`config.mk`:
```
export PLATFORM = sky130hd
export DESIGN_NAME = host_bus_8bit_muxed
export DESIGN_NICKNAME = d
export VERILOG_FILES = /design/src/verilog/host_bus_pkg.sv /design/src/verilog/host_bus_pin_map.sv /design/src/verilog/host_bus_8bit_muxed.sv
export SDC_FILE = /design/constraint.sdc
export NUM_CORES = 1
export LEC_CHECK = 0
export ABC_AREA = 1
export BUFFER_PORTS_ARGS = -buffer_cell sky130_fd_sc_hd__buf_2
export CORE_UTILIZATION = 50
export DETAILED_ROUTE_END_ITERATION = 10
export PLACE_DENSITY = 0.92
export SLEW_MARGIN = 20
export SYNTH_ARGS = -nofsm -noshare
export SYNTH_HDL_FRONTEND = slang
export SYNTH_SLANG_ARGS = --single-unit
```
`constraint.sdc`:
```
create_clock -name sys_clk -period 3.45 [get_ports sys_clk]
set_clock_uncertainty 0.05 [all_clocks]
set_input_delay 0.69 -clock sys_clk [delete_from_list [all_inputs] [get_ports sys_clk]]
set_output_delay 0.69 -clock sys_clk [all_outputs]
set_load 0.01 [all_outputs]
```
`src/verilog/host_bus_pkg.sv`:
```
// ----------------------------------------------------------------------------
// host_bus_pkg: constants and types for the 8-bit multiplexed host-bus port
// ----------------------------------------------------------------------------
// assumes a single 40 MHz system clock and an external address latch on the bus
//
// Operation
// - port mode 0x2, host-bus mode 0x0 selects this
// - two config fields steer muxing and selects
// - eight data lines, freed pins carry address
// - bus cycles stretched slower for older logic
// - low address byte shares the data lines
// - latch strobe in address phase; latch holds
// - separate read and write data strobes
// - zero to two selects, one per access
// - select scheme field picks latch or selects
// - scheme 0 latch,1 one,2 two,3 latch+two
package host_bus_pkg;

  // --------------------------------------------------------------------------
  // configuration codes
  // --------------------------------------------------------------------------
  localparam logic [3:0] PORT_MODE_EIGHT_BIT_HOST_BUS = 4'h2;
  localparam logic [1:0] HB_MODE_MUXED = 2'h0;
  localparam logic [1:0] SCHEME_LATCH_ONLY = 2'h0;
  localparam logic [1:0] SCHEME_ONE_SELECT = 2'h1;
  localparam logic [1:0] SCHEME_TWO_SELECTS = 2'h2;
  localparam logic [1:0] SCHEME_LATCH_TWO_SELECTS = 2'h3;

  // --------------------------------------------------------------------------
  // pin positions on the shared port
  // --------------------------------------------------------------------------
  localparam int PIN_COUNT = 32;
  localparam int ADDR_WIDTH = 28;
  localparam int DATA_WIDTH = 8;
  localparam int PIN_HIGH_ADDR_LO = 8;
  localparam int PIN_A26_OR_SEL = 26;
  localparam int PIN_A27_OR_SEL = 27;
  localparam int PIN_READ_STROBE = 28;
  localparam int PIN_WRITE_STROBE = 29;
  localparam int PIN_LATCH_OR_SEL = 30;
  localparam int SELECT_ADDR_BIT = 27;

  // --------------------------------------------------------------------------
  // timing: figures in ns, counts derived from the clock period
  // --------------------------------------------------------------------------
  localparam int CLOCK_PERIOD_NS = 25;
  localparam int LATCH_STROBE_NS = 50;
  localparam int TURNAROUND_NS = 25;
  localparam int DATA_STROBE_NS = 100;
  localparam int HOLD_NS = 25;

  // least time rounded up, at least one cycle
  function automatic logic [3:0] ns_to_cycles(input int t_ns);
    int c;
    c = (t_ns + CLOCK_PERIOD_NS - 1) / CLOCK_PERIOD_NS;
    if (c < 1) begin
      c = 1;
    end
    return c[3:0];
  endfunction : ns_to_cycles

  localparam logic [3:0] LATCH_STROBE_CYCLES = ns_to_cycles(LATCH_STROBE_NS);
  localparam logic [3:0] TURNAROUND_CYCLES = ns_to_cycles(TURNAROUND_NS);
  localparam logic [3:0] DATA_STROBE_CYCLES = ns_to_cycles(DATA_STROBE_NS);
  localparam logic [3:0] HOLD_CYCLES = ns_to_cycles(HOLD_NS);

  // --------------------------------------------------------------------------
  // types
  // --------------------------------------------------------------------------
  typedef enum logic [2:0] {
    PHASE_IDLE,
    PHASE_ADDR,
    PHASE_TURN,
    PHASE_STROBE,
    PHASE_HOLD
  } phase_t;

endpackage : host_bus_pkg

```
`src/verilog/host_bus_pin_map.sv`:
```
// ----------------------------------------------------------------------------
// host_bus_pin_map: places strobes, selects and address onto the port pins
// ----------------------------------------------------------------------------
// assumes all inputs but enable and select_scheme come from the sequencer's flip-flops
module host_bus_pin_map
  import host_bus_pkg::*;
(
  input wire logic enable,
  input wire logic [1:0] select_scheme,
  input wire logic latch_on,
  input wire logic read_on,
  input wire logic write_on,
  input wire logic select_on,
  input wire logic select_index,
  input wire logic drive_shared,
  input wire logic [7:0] shared_value,
  input wire logic [ADDR_WIDTH-1:0] addr,
  output logic [PIN_COUNT-1:0] pin_out,
  output logic [PIN_COUNT-1:0] pin_oe_n
);

  // --------------------------------------------------------------------------
  // per-scheme pin functions; strobes and selects active low, latch high
  // --------------------------------------------------------------------------
  logic sel0_n;
  logic sel1_n;
  assign sel0_n = !(select_on && !select_index);
  assign sel1_n = !(select_on && select_index);

  always_comb begin
    pin_out = '0;
    pin_oe_n = '1;
    pin_out[PIN_A27_OR_SEL:PIN_HIGH_ADDR_LO] = addr[ADDR_WIDTH-1:PIN_HIGH_ADDR_LO];
    pin_out[DATA_WIDTH-1:0] = shared_value;
    pin_out[PIN_READ_STROBE] = !read_on;
    pin_out[PIN_WRITE_STROBE] = !write_on;
    // scheme decode for the three shared pins
    unique case (select_scheme)
      SCHEME_LATCH_ONLY: begin
        pin_out[PIN_LATCH_OR_SEL] = latch_on;
      end
      SCHEME_ONE_SELECT: begin
        pin_out[PIN_A27_OR_SEL] = addr[PIN_A27_OR_SEL];
        pin_out[PIN_LATCH_OR_SEL] = !select_on;
      end
      SCHEME_TWO_SELECTS: begin
        pin_out[PIN_A27_OR_SEL] = sel1_n;
        pin_out[PIN_LATCH_OR_SEL] = sel0_n;
      end
      SCHEME_LATCH_TWO_SELECTS: begin
        pin_out[PIN_A26_OR_SEL] = sel0_n;
        pin_out[PIN_A27_OR_SEL] = sel1_n;
        pin_out[PIN_LATCH_OR_SEL] = latch_on;
      end
    endcase
    if (enable) begin
      pin_oe_n[PIN_LATCH_OR_SEL:PIN_HIGH_ADDR_LO] = '0;
      pin_oe_n[DATA_WIDTH-1:0] = {DATA_WIDTH{!drive_shared}};
    end
  end

endmodule : host_bus_pin_map

```
`src/verilog/host_bus_8bit_muxed.sv`:
```
// ----------------------------------------------------------------------------
// host_bus_8bit_muxed: 8-bit multiplexed host-bus sequencer for external parts
// ----------------------------------------------------------------------------
// assumes requests synchronous to sys_clk and an external latch on the bus
module host_bus_8bit_muxed
  import host_bus_pkg::*;
(
  input wire logic sys_clk,
  input wire logic reset,
  input wire logic clk_en,
  input wire logic [3:0] port_mode,
  input wire logic [1:0] host_bus_mode,
  input wire logic [1:0] select_scheme,
  input wire logic req_valid,
  output logic req_ready,
  input wire logic req_write,
  input wire logic [ADDR_WIDTH-1:0] req_addr,
  input wire logic [DATA_WIDTH-1:0] req_wdata,
  output logic resp_valid,
  output logic [DATA_WIDTH-1:0] resp_rdata,
  output logic busy,
  input wire logic [PIN_COUNT-1:0] pin_in,
  output logic [PIN_COUNT-1:0] pin_out,
  output logic [PIN_COUNT-1:0] pin_oe_n
);

  // --------------------------------------------------------------------------
  // state
  // --------------------------------------------------------------------------
  typedef struct packed {
    phase_t phase;
    logic [3:0] count;
    logic write;
    logic [ADDR_WIDTH-1:0] addr;
    logic [DATA_WIDTH-1:0] wdata;
    logic [DATA_WIDTH-1:0] rdata;
    logic resp_valid;
    logic select_index;
  } state_t;

  state_t state;
  state_t next_state;
  logic enable;
  logic last;

  // mode decode
  assign enable = (port_mode == PORT_MODE_EIGHT_BIT_HOST_BUS) && (host_bus_mode == HB_MODE_MUXED);
  assign last = (state.count == 4'h1);
  assign req_ready = enable && (state.phase == PHASE_IDLE);
  assign resp_valid = state.resp_valid;
  assign resp_rdata = state.rdata;
  assign busy = (state.phase != PHASE_IDLE);

  // --------------------------------------------------------------------------
  // sequencer: address, turnaround, strobe, hold
  // --------------------------------------------------------------------------
  always_comb begin
    next_state = state;
    next_state.resp_valid = 1'b0;
    unique case (state.phase)
      PHASE_IDLE: begin
        if (req_valid && req_ready) begin
          next_state.phase = PHASE_ADDR;
          next_state.count = LATCH_STROBE_CYCLES;
          next_state.write = req_write;
          next_state.addr = req_addr;
          next_state.wdata = req_wdata;
          next_state.select_index = req_addr[SELECT_ADDR_BIT];
        end
      end
      PHASE_ADDR: begin
        next_state.count = state.count - 4'h1;
        if (last) begin
          next_state.phase = PHASE_TURN;
          next_state.count = TURNAROUND_CYCLES;
        end
      end
      PHASE_TURN: begin
        next_state.count = state.count - 4'h1;
        if (last) begin
          next_state.phase = PHASE_STROBE;
          next_state.count = DATA_STROBE_CYCLES;
        end
      end
      PHASE_STROBE: begin
        next_state.count = state.count - 4'h1;
        if (last) begin
          next_state.phase = PHASE_HOLD;
          next_state.count = HOLD_CYCLES;
          if (!state.write) begin
            next_state.rdata = pin_in[DATA_WIDTH-1:0];
          end
        end
      end
      PHASE_HOLD: begin
        next_state.count = state.count - 4'h1;
        if (last) begin
          next_state.phase = PHASE_IDLE;
          next_state.count = 4'h0;
          next_state.resp_valid = 1'b1;
        end
      end
    endcase
  end

  // registered state, frozen while the clock enable is low
  always_ff @(posedge sys_clk or posedge reset) begin
    if (reset) begin
      state <= '{phase: PHASE_IDLE, default: '0};
    end else if (clk_en) begin
      state <= next_state;
    end
  end

  // --------------------------------------------------------------------------
  // pin drive: shared lines carry address then write data
  // --------------------------------------------------------------------------
  logic latch_on;
  logic strobe_on;
  logic drive_shared;
  logic [DATA_WIDTH-1:0] shared_value;
  assign latch_on = (state.phase == PHASE_ADDR);
  assign strobe_on = (state.phase == PHASE_STROBE);
  assign drive_shared = (state.phase == PHASE_ADDR) || (state.write && busy) || !busy;
  assign shared_value = (state.phase == PHASE_ADDR) ? state.addr[DATA_WIDTH-1:0] : state.wdata;

  host_bus_pin_map u_pin_map (
    .enable(enable),
    .select_scheme(select_scheme),
    .latch_on(latch_on),
    .read_on(strobe_on && !state.write),
    .write_on(strobe_on && state.write),
    .select_on(busy),
    .select_index(state.select_index && (select_scheme != SCHEME_ONE_SELECT)),
    .drive_shared(drive_shared),
    .shared_value(shared_value),
    .addr(state.addr),
    .pin_out(pin_out),
    .pin_oe_n(pin_oe_n)
  );

endmodule : host_bus_8bit_muxed

```
# After elaboration in Yosys (flattened, before gate mapping)
# Index checks and enable logic that the tools add are counted.
# totals
elab_cells	67
inputBits	81
regBits	54
out_inout_bits	75
# op_classes
n_mux	13
eq_ne	15
bitwise	1
n_addsub	1
n_reduce_logical	29
# ops
op	count
2-to-1 mux 44 bit	1
case mux 7 bit (5 select lines)	1
2-to-1 mux 31 bit	1
2-to-1 mux 7 bit	4
logical AND 1 bit	9
logical NOT 1 bit	8
2-to-1 mux 8 bit	1
inequality test 2 bit, second input constant	4
equality test 3 x 2 -> 1 bit, second input constant	2
AND reduction 6 bit	1
equality test 2 bit, second input constant	2
equality test 4 x 1 -> 1 bit, second input constant	1
equality test 4 x 2 -> 1 bit, second input constant	1
logical NOT 2 bit	2
2-to-1 mux 1 bit	4
inequality test 2 x 1 -> 1 bit, second input constant	2
AND reduction 4 bit	1
OR reduction 2 bit	2
subtractor 4 x 1 -> 4 bit, second input constant	1
equality test 3 x 1 -> 1 bit, second input constant	1
equality test 3 bit, second input constant	1
logical NOT 3 bit	1
case mux 1 bit (3 select lines)	1
AND reduction 3 bit	1
other kinds (5)	6

# Longest topological paths before layout
# Gate-level depths: netlist (run 1).
# logic_depth
depth_word	6
mapped_depth	9
ltp_nobuf	9

# Modules after synthesis
# A second synthesis (run 1) with hierarchy kept.
# unflattened
cells_unflattened	388
area_unflattened_um2	3069.2
# by_module_without_submodules
mod	seq_area_each_um2	instances	cells_each	area_per_inst_um2
host_bus_8bit_muxed	1326.3	1	305	2506.2
host_bus_pin_map	0.0	1	83	563.0

# Worst setup path before layout (run 1)
# No wires, ideal clock.
# synth_path
path_type	input to output
startpoint	input port_mode[3]
endpoint	output req_ready
required_ns	2.710
t_arrival_ns	1.734
path_stages	3
path_slack_ns	0.976
cell_sequence	nor2_1 > nand3_1 > nor2_1
# synth_via
elab_chain_len	3
# synth_rtl
element	line_no	source
from (decl)	host_bus_8bit_muxed.sv:11	input wire logic [3:0] port_mode,
equality test 4 x 2 -> 1 bit	host_bus_8bit_muxed.sv:47	assign enable = (port_mode == PORT_MODE_EIGHT_BIT_HOST_BUS) && (host_bus_mode == HB_MODE_MUXED);
logical AND 1 bit	host_bus_8bit_muxed.sv:47	
logical AND 1 bit	host_bus_8bit_muxed.sv:49	assign req_ready = enable && (state.phase == PHASE_IDLE);
to (decl)	host_bus_8bit_muxed.sv:15	output logic req_ready,
# No other way between the ends.

# Worst setup path after layout (run 1)
# layout_path
startpoint	register state[52] (netlist name)
endpoint	output pin_out[1]
# layout_via
elab_chain_len	2
# layout_rtl
element	line_no	source
from (decl)	host_bus_8bit_muxed.sv:41	state_t state;
from (signal assigned)	host_bus_8bit_muxed.sv:111	state <= next_state;
equality test 3 x 1 -> 1 bit	host_bus_8bit_muxed.sv:125	assign shared_value = (state.phase == PHASE_ADDR) ? state.addr[DATA_WIDTH-1:0] : state.wdata;
2-to-1 mux 8 bit	host_bus_8bit_muxed.sv:125	
to (decl)	host_bus_8bit_muxed.sv:23	output logic [PIN_COUNT-1:0] pin_out,
# No other way between the ends.

==> results of run 1 <==
==> power groups by stage <==
stage,Clock [mW],Sequential [mW],Combinational [mW]
2_1_floorplan,0,0.687,0.136
3_3_place_gp,0,0.690,0.178
3_5_place_dp,0,0.692,0.186
4_1_cts,0.349,0.680,0.186
5_1_grt,0.374,0.685,0.210
6_report,0.333,0.680,0.182
==> registers in the layout, summed over array words and instances, names as in the netlist <==
signal	count
state	44
resp_rdata	8
resp_valid	1
==> placed cells by master (no fill, tap or decap), drive strengths merged, types with 2 or more instances in the layout <==
cell,synthesis,layout
inv,61,60
o21ai,52,52
nor2,21,21
nand2,81,81
nand3,7,7
ha,5,5
clkbuf,3,7
dfrtp,53,53
a21oi,10,10
buf,65,131
conb,2,2
nand4,5,5
==> worst max-delay path, delay by kind of cell, from the launching register on <==
kind / cells / cell delay (ns)
AO/OA/AOI/OAI: 1 / 0.30
buffers and inverters: 1 / 0.17
AND/OR/NAND/NOR: 2 / 0.47
flip-flops: 1 / 0.47
==> per-layer routing <==
layer	up-vias	share of wire	GRT usage	routed length, um
met5	-	0	0	0
met4	0	0.0068	0.0554	39
met3	4	0.075	0.0393	434
met2	112	0.51	0.355	2960
met1	1074	0.41	0.212	2350
li1	1221	-	-	-
==> area by class of cell <==
class | count | area share
tap | 75 | 0.0272
sequential | 53 | 0.384
clock inverter | 1 | 0.00218
timing repair buffer | 131 | 0.192
clock buffer | 7 | 0.0221
inverter | 61 | 0.0675
multi-input combinational | 189 | 0.305
==> logic make-up after synthesis <==
logic type,count (synthesis),synth area share
compound gates,65,0.139
xor+xnor,1,0.00280
fa+ha+maj,5,0.0200
buf+inv,129,0.241
flops,53,0.423
mux,1,0.00359
other cells,2,0.00240
simple gates,115,0.168
==> worst min-delay path by stage <==
stage / slack, ns / from / to / depth (start not counted)
after floorplan: 0.40 / state[28] / state[28] / 2
after detailed placement: 0.41 / resp_rdata[6] / resp_rdata[6] / 2
after CTS: 0.44 / resp_rdata[6] / resp_rdata[6] / 2
final: 0.44 / resp_rdata[6] / resp_rdata[6] / 2
after global placement: 0.41 / resp_rdata[0] / resp_rdata[0] / 2
after global routing: 0.46 / state[25] / state[25] / 2
==> metrics by stage <==
step / hold slack [ns] / utilization / std cells / total power [mW] / area (um^2)
6_report: 0.436 / 0.576 / 517 / 1.19 / 3450
3_5_place_dp: 0.414 / 0.562 / 509 / 0.878 / 3360
3_3_place_gp: 0.412 / 0.562 / 509 / 0.868 / 3360
2_1_floorplan: 0.404 / - / 371 / 0.824 / 3130
5_1_grt: 0.461 / 0.576 / 517 / 1.27 / 3450
4_1_cts: 0.437 / 0.576 / 517 / 1.22 / 3450
==> flow_summary.json, run 1 <==
{
  "synth_top_flop_cell": "dfrtp_1",
  "layout_setup_ws_ns": 0.992,
  "ys_top_cells_by_area": "dfrtp_1 (42%), buf_4 (14%), nand2_1 (9.5%)",
  "synth_common_cells": "nand2_1 (79), inv_1 (59), buf_4 (57)",
  "cts_made_buffers": 5,
  "post_cts_buffers": 0,
  "drt_iter0_markers": 114,
  "ctsHoldBuffers": 0,
  "syn-cell-area_um2": 3130,
  "async_flop_share": 1.00,
  "yosysWarnings": 0,
  "slowest_delay_ns": 0.47,
  "cts_resized": 0,
  "critical_path_class": "register to output pin",
  "final.period_utilization": 0.712,
  "seqPwrFrac": 0.569,
  "syn-instance-count": 371,
  "synthesis.nets": 457,
  "clockRootBuffer": "clkbuf_8",
  "pwr-share-comb": 0.153,
  "finalMaxSlewViolations": 0,
  "critPathCaptureType": "output pin",
  "yosysUniqueCellTypes": 30,
  "dr.pass1.iters": 4,
  "insertion_delay_ns": 0.29,
  "final_nets": 527,
  "p_per_area_nw_per_um2": 346,
  "synthDominantCellAreaShare": 0.423,
  "cp-startpoint": "state[52]",
  "status": "completed",
  "diodes": 0,
  "tritoncts": "built",
  "ios": 156,
  "num_rows": 28,
  "reg2reg_slack_ns": 1.45,
  "fmax_ghz": 0.407,
  "power.internal_uw": 884,
  "viasPerCell": 4.66,
  "gp_congestion": 0.837,
  "die_y_um": 81.2,
  "cts.sinks": 53,
  "start_util": 0.523,
  "fp.dieW_um": 81.2,
  "p_switching_uw": 311,
  "required_ns": 2.71,
  "die_area_um2": 6590,
  "cap_violations": 0,
  "pwr-share-clk": 0.278,
  "grt-ovfl-total": 0,
  "post-route-min-period_ns": 2.46,
  "rr_worst_depth": 7,
  "setup_viol_count_final": 0,
  "h-tree-depth": 2,
  "grt_pass1_wl_um": 9560,
  "wl_per_cell_um": 11.2,
  "cts_max_path_buffers": 2,
  "ys_seq_area_frac": 0.423,
  "hpwl_um": 4540,
  "synth_edf_count": 0,
  "clkSlewWorstSetupHoldPaths_ns": 0.09,
  "areaGrowthSynthToFinish_pct": 10.1,
  "drt_wl_total_um": 5780,
  "port_buffers": 129,
  "vias": 2411,
  "slowest_stage": "dfrtp_1",
  "n_fill_cell": 561,
  "grt_max_degree": 59,
  "core_um2": 5990,
  "cp_data_arrival_time_ns": 1.72,
  "regArea_um2": 1330,
  "relSlewSlack": 0.409,
  "drive_above_1_share": 0.410,
  "syn_area_per_cell_um2": 8.44,
  "synth_most_common_cell": "nand2_1",
  "grt_pass1_vias": 2216,
  "startpoint_type": "register",
  "ys_seq_elements": 53,
  "final_hold_viol_count": 0,
  "peakVddDrop_uv": 227,
  "p_leak_nw": 1.97,
  "r2r_end": "state[46]",
  "crit_end": "pin_out[1]",
  "antenna_found_initial": 0,
  "tightest_slew_ns": 0.886,
  "multi_input_area_um2": 1050,
  "final_antenna_net_count": 0,
  "netlist.top_cell.by_area": "dfrtp_1",
  "rr_startpoint": "state[52]",
  "hold_class": "register to register",
  "pre_cts_ws_ns": 0.962,
  "setup-tns-final_ns": 0,
  "remaining_drc_errors": 0,
  "cp_cell_sequence": "nor2_4 > nand2_1 > o21ai_0 > buf_2",
  "rsz0062_at_grt": "false",
  "crit_fanout": 16,
  "power_switching_share": 0.260,
  "track_usage": 0.189
}
(Power assumes the default switching activity.)
==> run 2, diff against run 1 <==
--- a/config.mk
+++ b/config.mk
@@ -5,11 +5,11 @@
 export SDC_FILE = /design/constraint.sdc
 export NUM_CORES = 1
 export LEC_CHECK = 0
-export ABC_AREA = 1
+export ABC_AREA = 0
 export BUFFER_PORTS_ARGS = -buffer_cell sky130_fd_sc_hd__buf_2
-export CORE_UTILIZATION = 50
+export CORE_UTILIZATION = 41
 export DETAILED_ROUTE_END_ITERATION = 10
-export PLACE_DENSITY = 0.92
+export PLACE_DENSITY = 0.83
 export SLEW_MARGIN = 20
 export SYNTH_ARGS = -nofsm -noshare
 export SYNTH_HDL_FRONTEND = slang
==> constraint.sdc (replaced) <==
create_clock -name sys_clk -period 2 [get_ports sys_clk]
set_clock_uncertainty 0.05 [all_clocks]
set_input_delay 0.4 -clock sys_clk [delete_from_list [all_inputs] [get_ports sys_clk]]
set_output_delay 0.4 -clock sys_clk [all_outputs]
set_load 0.01 [all_outputs]
==> run 2 against run 1 <==
Effect of this change:
- largest cell class unchanged
- the flow now finishes with violations (setup timing)
- global-route usage decreased by 4.0 points
- clock power increased by 79%
- critical path depth unchanged
- die area increased by 13%
- critical path type unchanged
- synthesized area decreased by 6.9%
==> flow_summary.json, run 2 <==
{
  "relSlewSlack": 0.647,
  "ys_seq_area_frac": 0.455,
  "final_nets": 427,
  "cts.sinks": 53,
  "ys_top_cells_by_area": "dfrtp_1 (45%), buf_4 (15%), mux2_1 (12%)",
  "cap_violations": 0,
  "antenna_found_initial": 0,
  "dr.pass1.iters": 4,
  "final_core_util": 0.531,
  "cp.buffers_inverters": 1,
  "grt-ovfl-total": 0,
  "largest_reg_flops": 44,
  "track_usage": 0.148,
  "critical_path_class": "register to output pin",
  "synth_common_cells": "buf_4 (58), dfrtp_1 (53), mux2_1 (30)",
  "final_antenna_net_count": 0,
  "yosysUniqueCellTypes": 44,
  "post-route-min-period_ns": 2.05,
  "fin_area_um2": 3620,
  "required_ns": 1.55,
  "final_common_cell": "buf_2",
  "setup-tns-final_ns": -0.133,
  "p_per_area_nw_per_um2": 820,
  "drt_wl_total_um": 5890,
  "viasPerCell": 4.72,
  "ctsHoldBuffers": 0,
  "slowest_delay_ns": 0.45,
  "cts_max_path_buffers": 2,
  "placed_area_um2": 3300,
  "layout_common_cells": "buf_2 (122), dfrtp_1 (51), mux2_1 (30)",
  "ios": 156,
  "synthDominantCellAreaShare": 0.455,
  "fmax_ghz": 0.489,
  "peakVddDrop_uv": 290,
  "layout_setup_ws_ns": -0.0452,
  "syn-instance-count": 251,
  "die_area_um2": 7450,
  "gp_congestion": 0.761,
  "syn-cell-area_um2": 2920,
  "synth_edf_count": 0,
  "setup_viol_count_final": 5,
  "insertion_delay_ns": 0.29,
  "total_power_mw": 2.97,
  "netlist.top_cell.by_area": "dfrtp_1",
  "critPathTopFamily": "flip-flops",
  "clockRootBuffer": "clkbuf_8",
  "grt_pass1_wl_um": 8690,
  "startpoint_type": "register",
  "remaining_drc_errors": 0,
  "syn_area_per_cell_um2": 11.6,
  "final.period_utilization": 1.02,
  "areaGrowthSynthToFinish_pct": 24.3,
  "synth_most_common_cell": "buf_4",
  "finalMaxSlewViolations": 0,
  "async_flop_share": 1.00,
  "synthesis.nets": 337,
  "final_hold_viol_count": 0,
  "fp.dieW_um": 86.3,
  "start_util": 0.427,
  "cts_made_buffers": 5,
  "vias": 2061,
  "clkSlewWorstSetupHoldPaths_ns": 0.09,
  "num_rows": 30,
  "cp_data_arrival_time_ns": 1.60,
  "hpwl_um": 4090,
  "critPathCaptureType": "output pin",
  "hold_class": "input pin to asynchronous set/reset pin",
  "grt_max_degree": 38,
  "yosysWarnings": 0,
  "core_um2": 6830,
  "violations": "setup timing",
  "die_y_um": 86.3,
  "grt_pass1_vias": 1934,
  "cp_cell_sequence": "nor2_4 > and2_4 > mux2_2 > buf_2",
  "drive_above_1_share": 0.569,
  "wl_per_cell_um": 13.5,
  "reg2reg_slack_ns": 0.07,
  "drt_iter0_markers": 77,
  "port_buffers": 129,
  "ys_seq_elements": 53,
  "tightest_slew_ns": 0.529,
  "crit_fanout": 5,
  "n_fill_cell": 617,
  "rsz0062_at_grt": "true",
  "regMostFlops": "state",
  "h-tree-depth": 2,
  "slowest_stage": "dfrtp_2",
  "diodes": 0,
  "tritoncts": "built",
  "p_leak_nw": 2.00,
  "synth_top_flop_cell": "dfrtp_1",
  "status": "complete, but fails checks"
}
==> run 2: final cells by class <==
cell class / instances / area [um^2] / share of cell area
flip-flops and latches: 53 / 1330 / 0.367
multi-input cells: 123 / 1130 / 0.312
repair buffers: 149 / 920 / 0.254
well taps: 96 / 120 / 0.0331
clock buffers: 6 / 82.6 / 0.0228
inverters: 9 / 36.3 / 0.0100
clock inverters: 1 / 7.51 / 0.00207
==> run 2: path summary, 6_finish.rpt <==
kind	depth (start not counted)	from	endpoint
worst max-delay path	4	state[52]	pin_out[5]
worst min-delay path	2	reset	state[43]
worst max register to register	7	state[52]	state[22]
worst min register to register	1	state[30]	state[30]
max in group asynchronous	3	reset	state[53]
min in group sys_clk	2	req_wdata[5]	state[15]
==> run 2: cells by family after synthesis <==
group	count (synthesis)	share of synthesized area
AO/OA/AOI/OAI	20	0.0464
buffers and inverters	76	0.181
other	2	0.00258
flip-flops	53	0.455
multiplexers	53	0.205
XOR/XNOR	1	0.00300
adder cells (fa/ha/maj)	5	0.0215
AND/OR/NAND/NOR	41	0.0858
==> run 2: power by group <==
group | switching, mW | internal [mW] | leakage [nW]
sequential | 0.116 | 1.23 | 0.712
clock | 0.322 | 0.274 | 0.0433
combinational | 0.498 | 0.528 | 1.25
==> run 2: per-stage QoR <==
stage               std cells  hold WS (ns)  setup slack (ns)
floorplan                 251         0.402           -0.0179
global placement          418         0.413            0.0889
detailed placement        418         0.423            0.0444
CTS                       427        0.0963           -0.0504
global route              437         0.132            -0.118
finish                    437        0.0855           -0.0452
==> run 2: what timing repair did <==
item,in CTS,in global routing
cloned,0,3
gates resized for setup,4,23
setup endpoints to repair,9,27
setup buffers,3,7
pin swaps,2,8
==> run 2: metal layers <==
layer	GRT usage	part of all wire
met1	0.168	0.43
met3	0.0324	0.056
met5	0	0
met4	0.0379	0.0037
met2	0.281	0.51
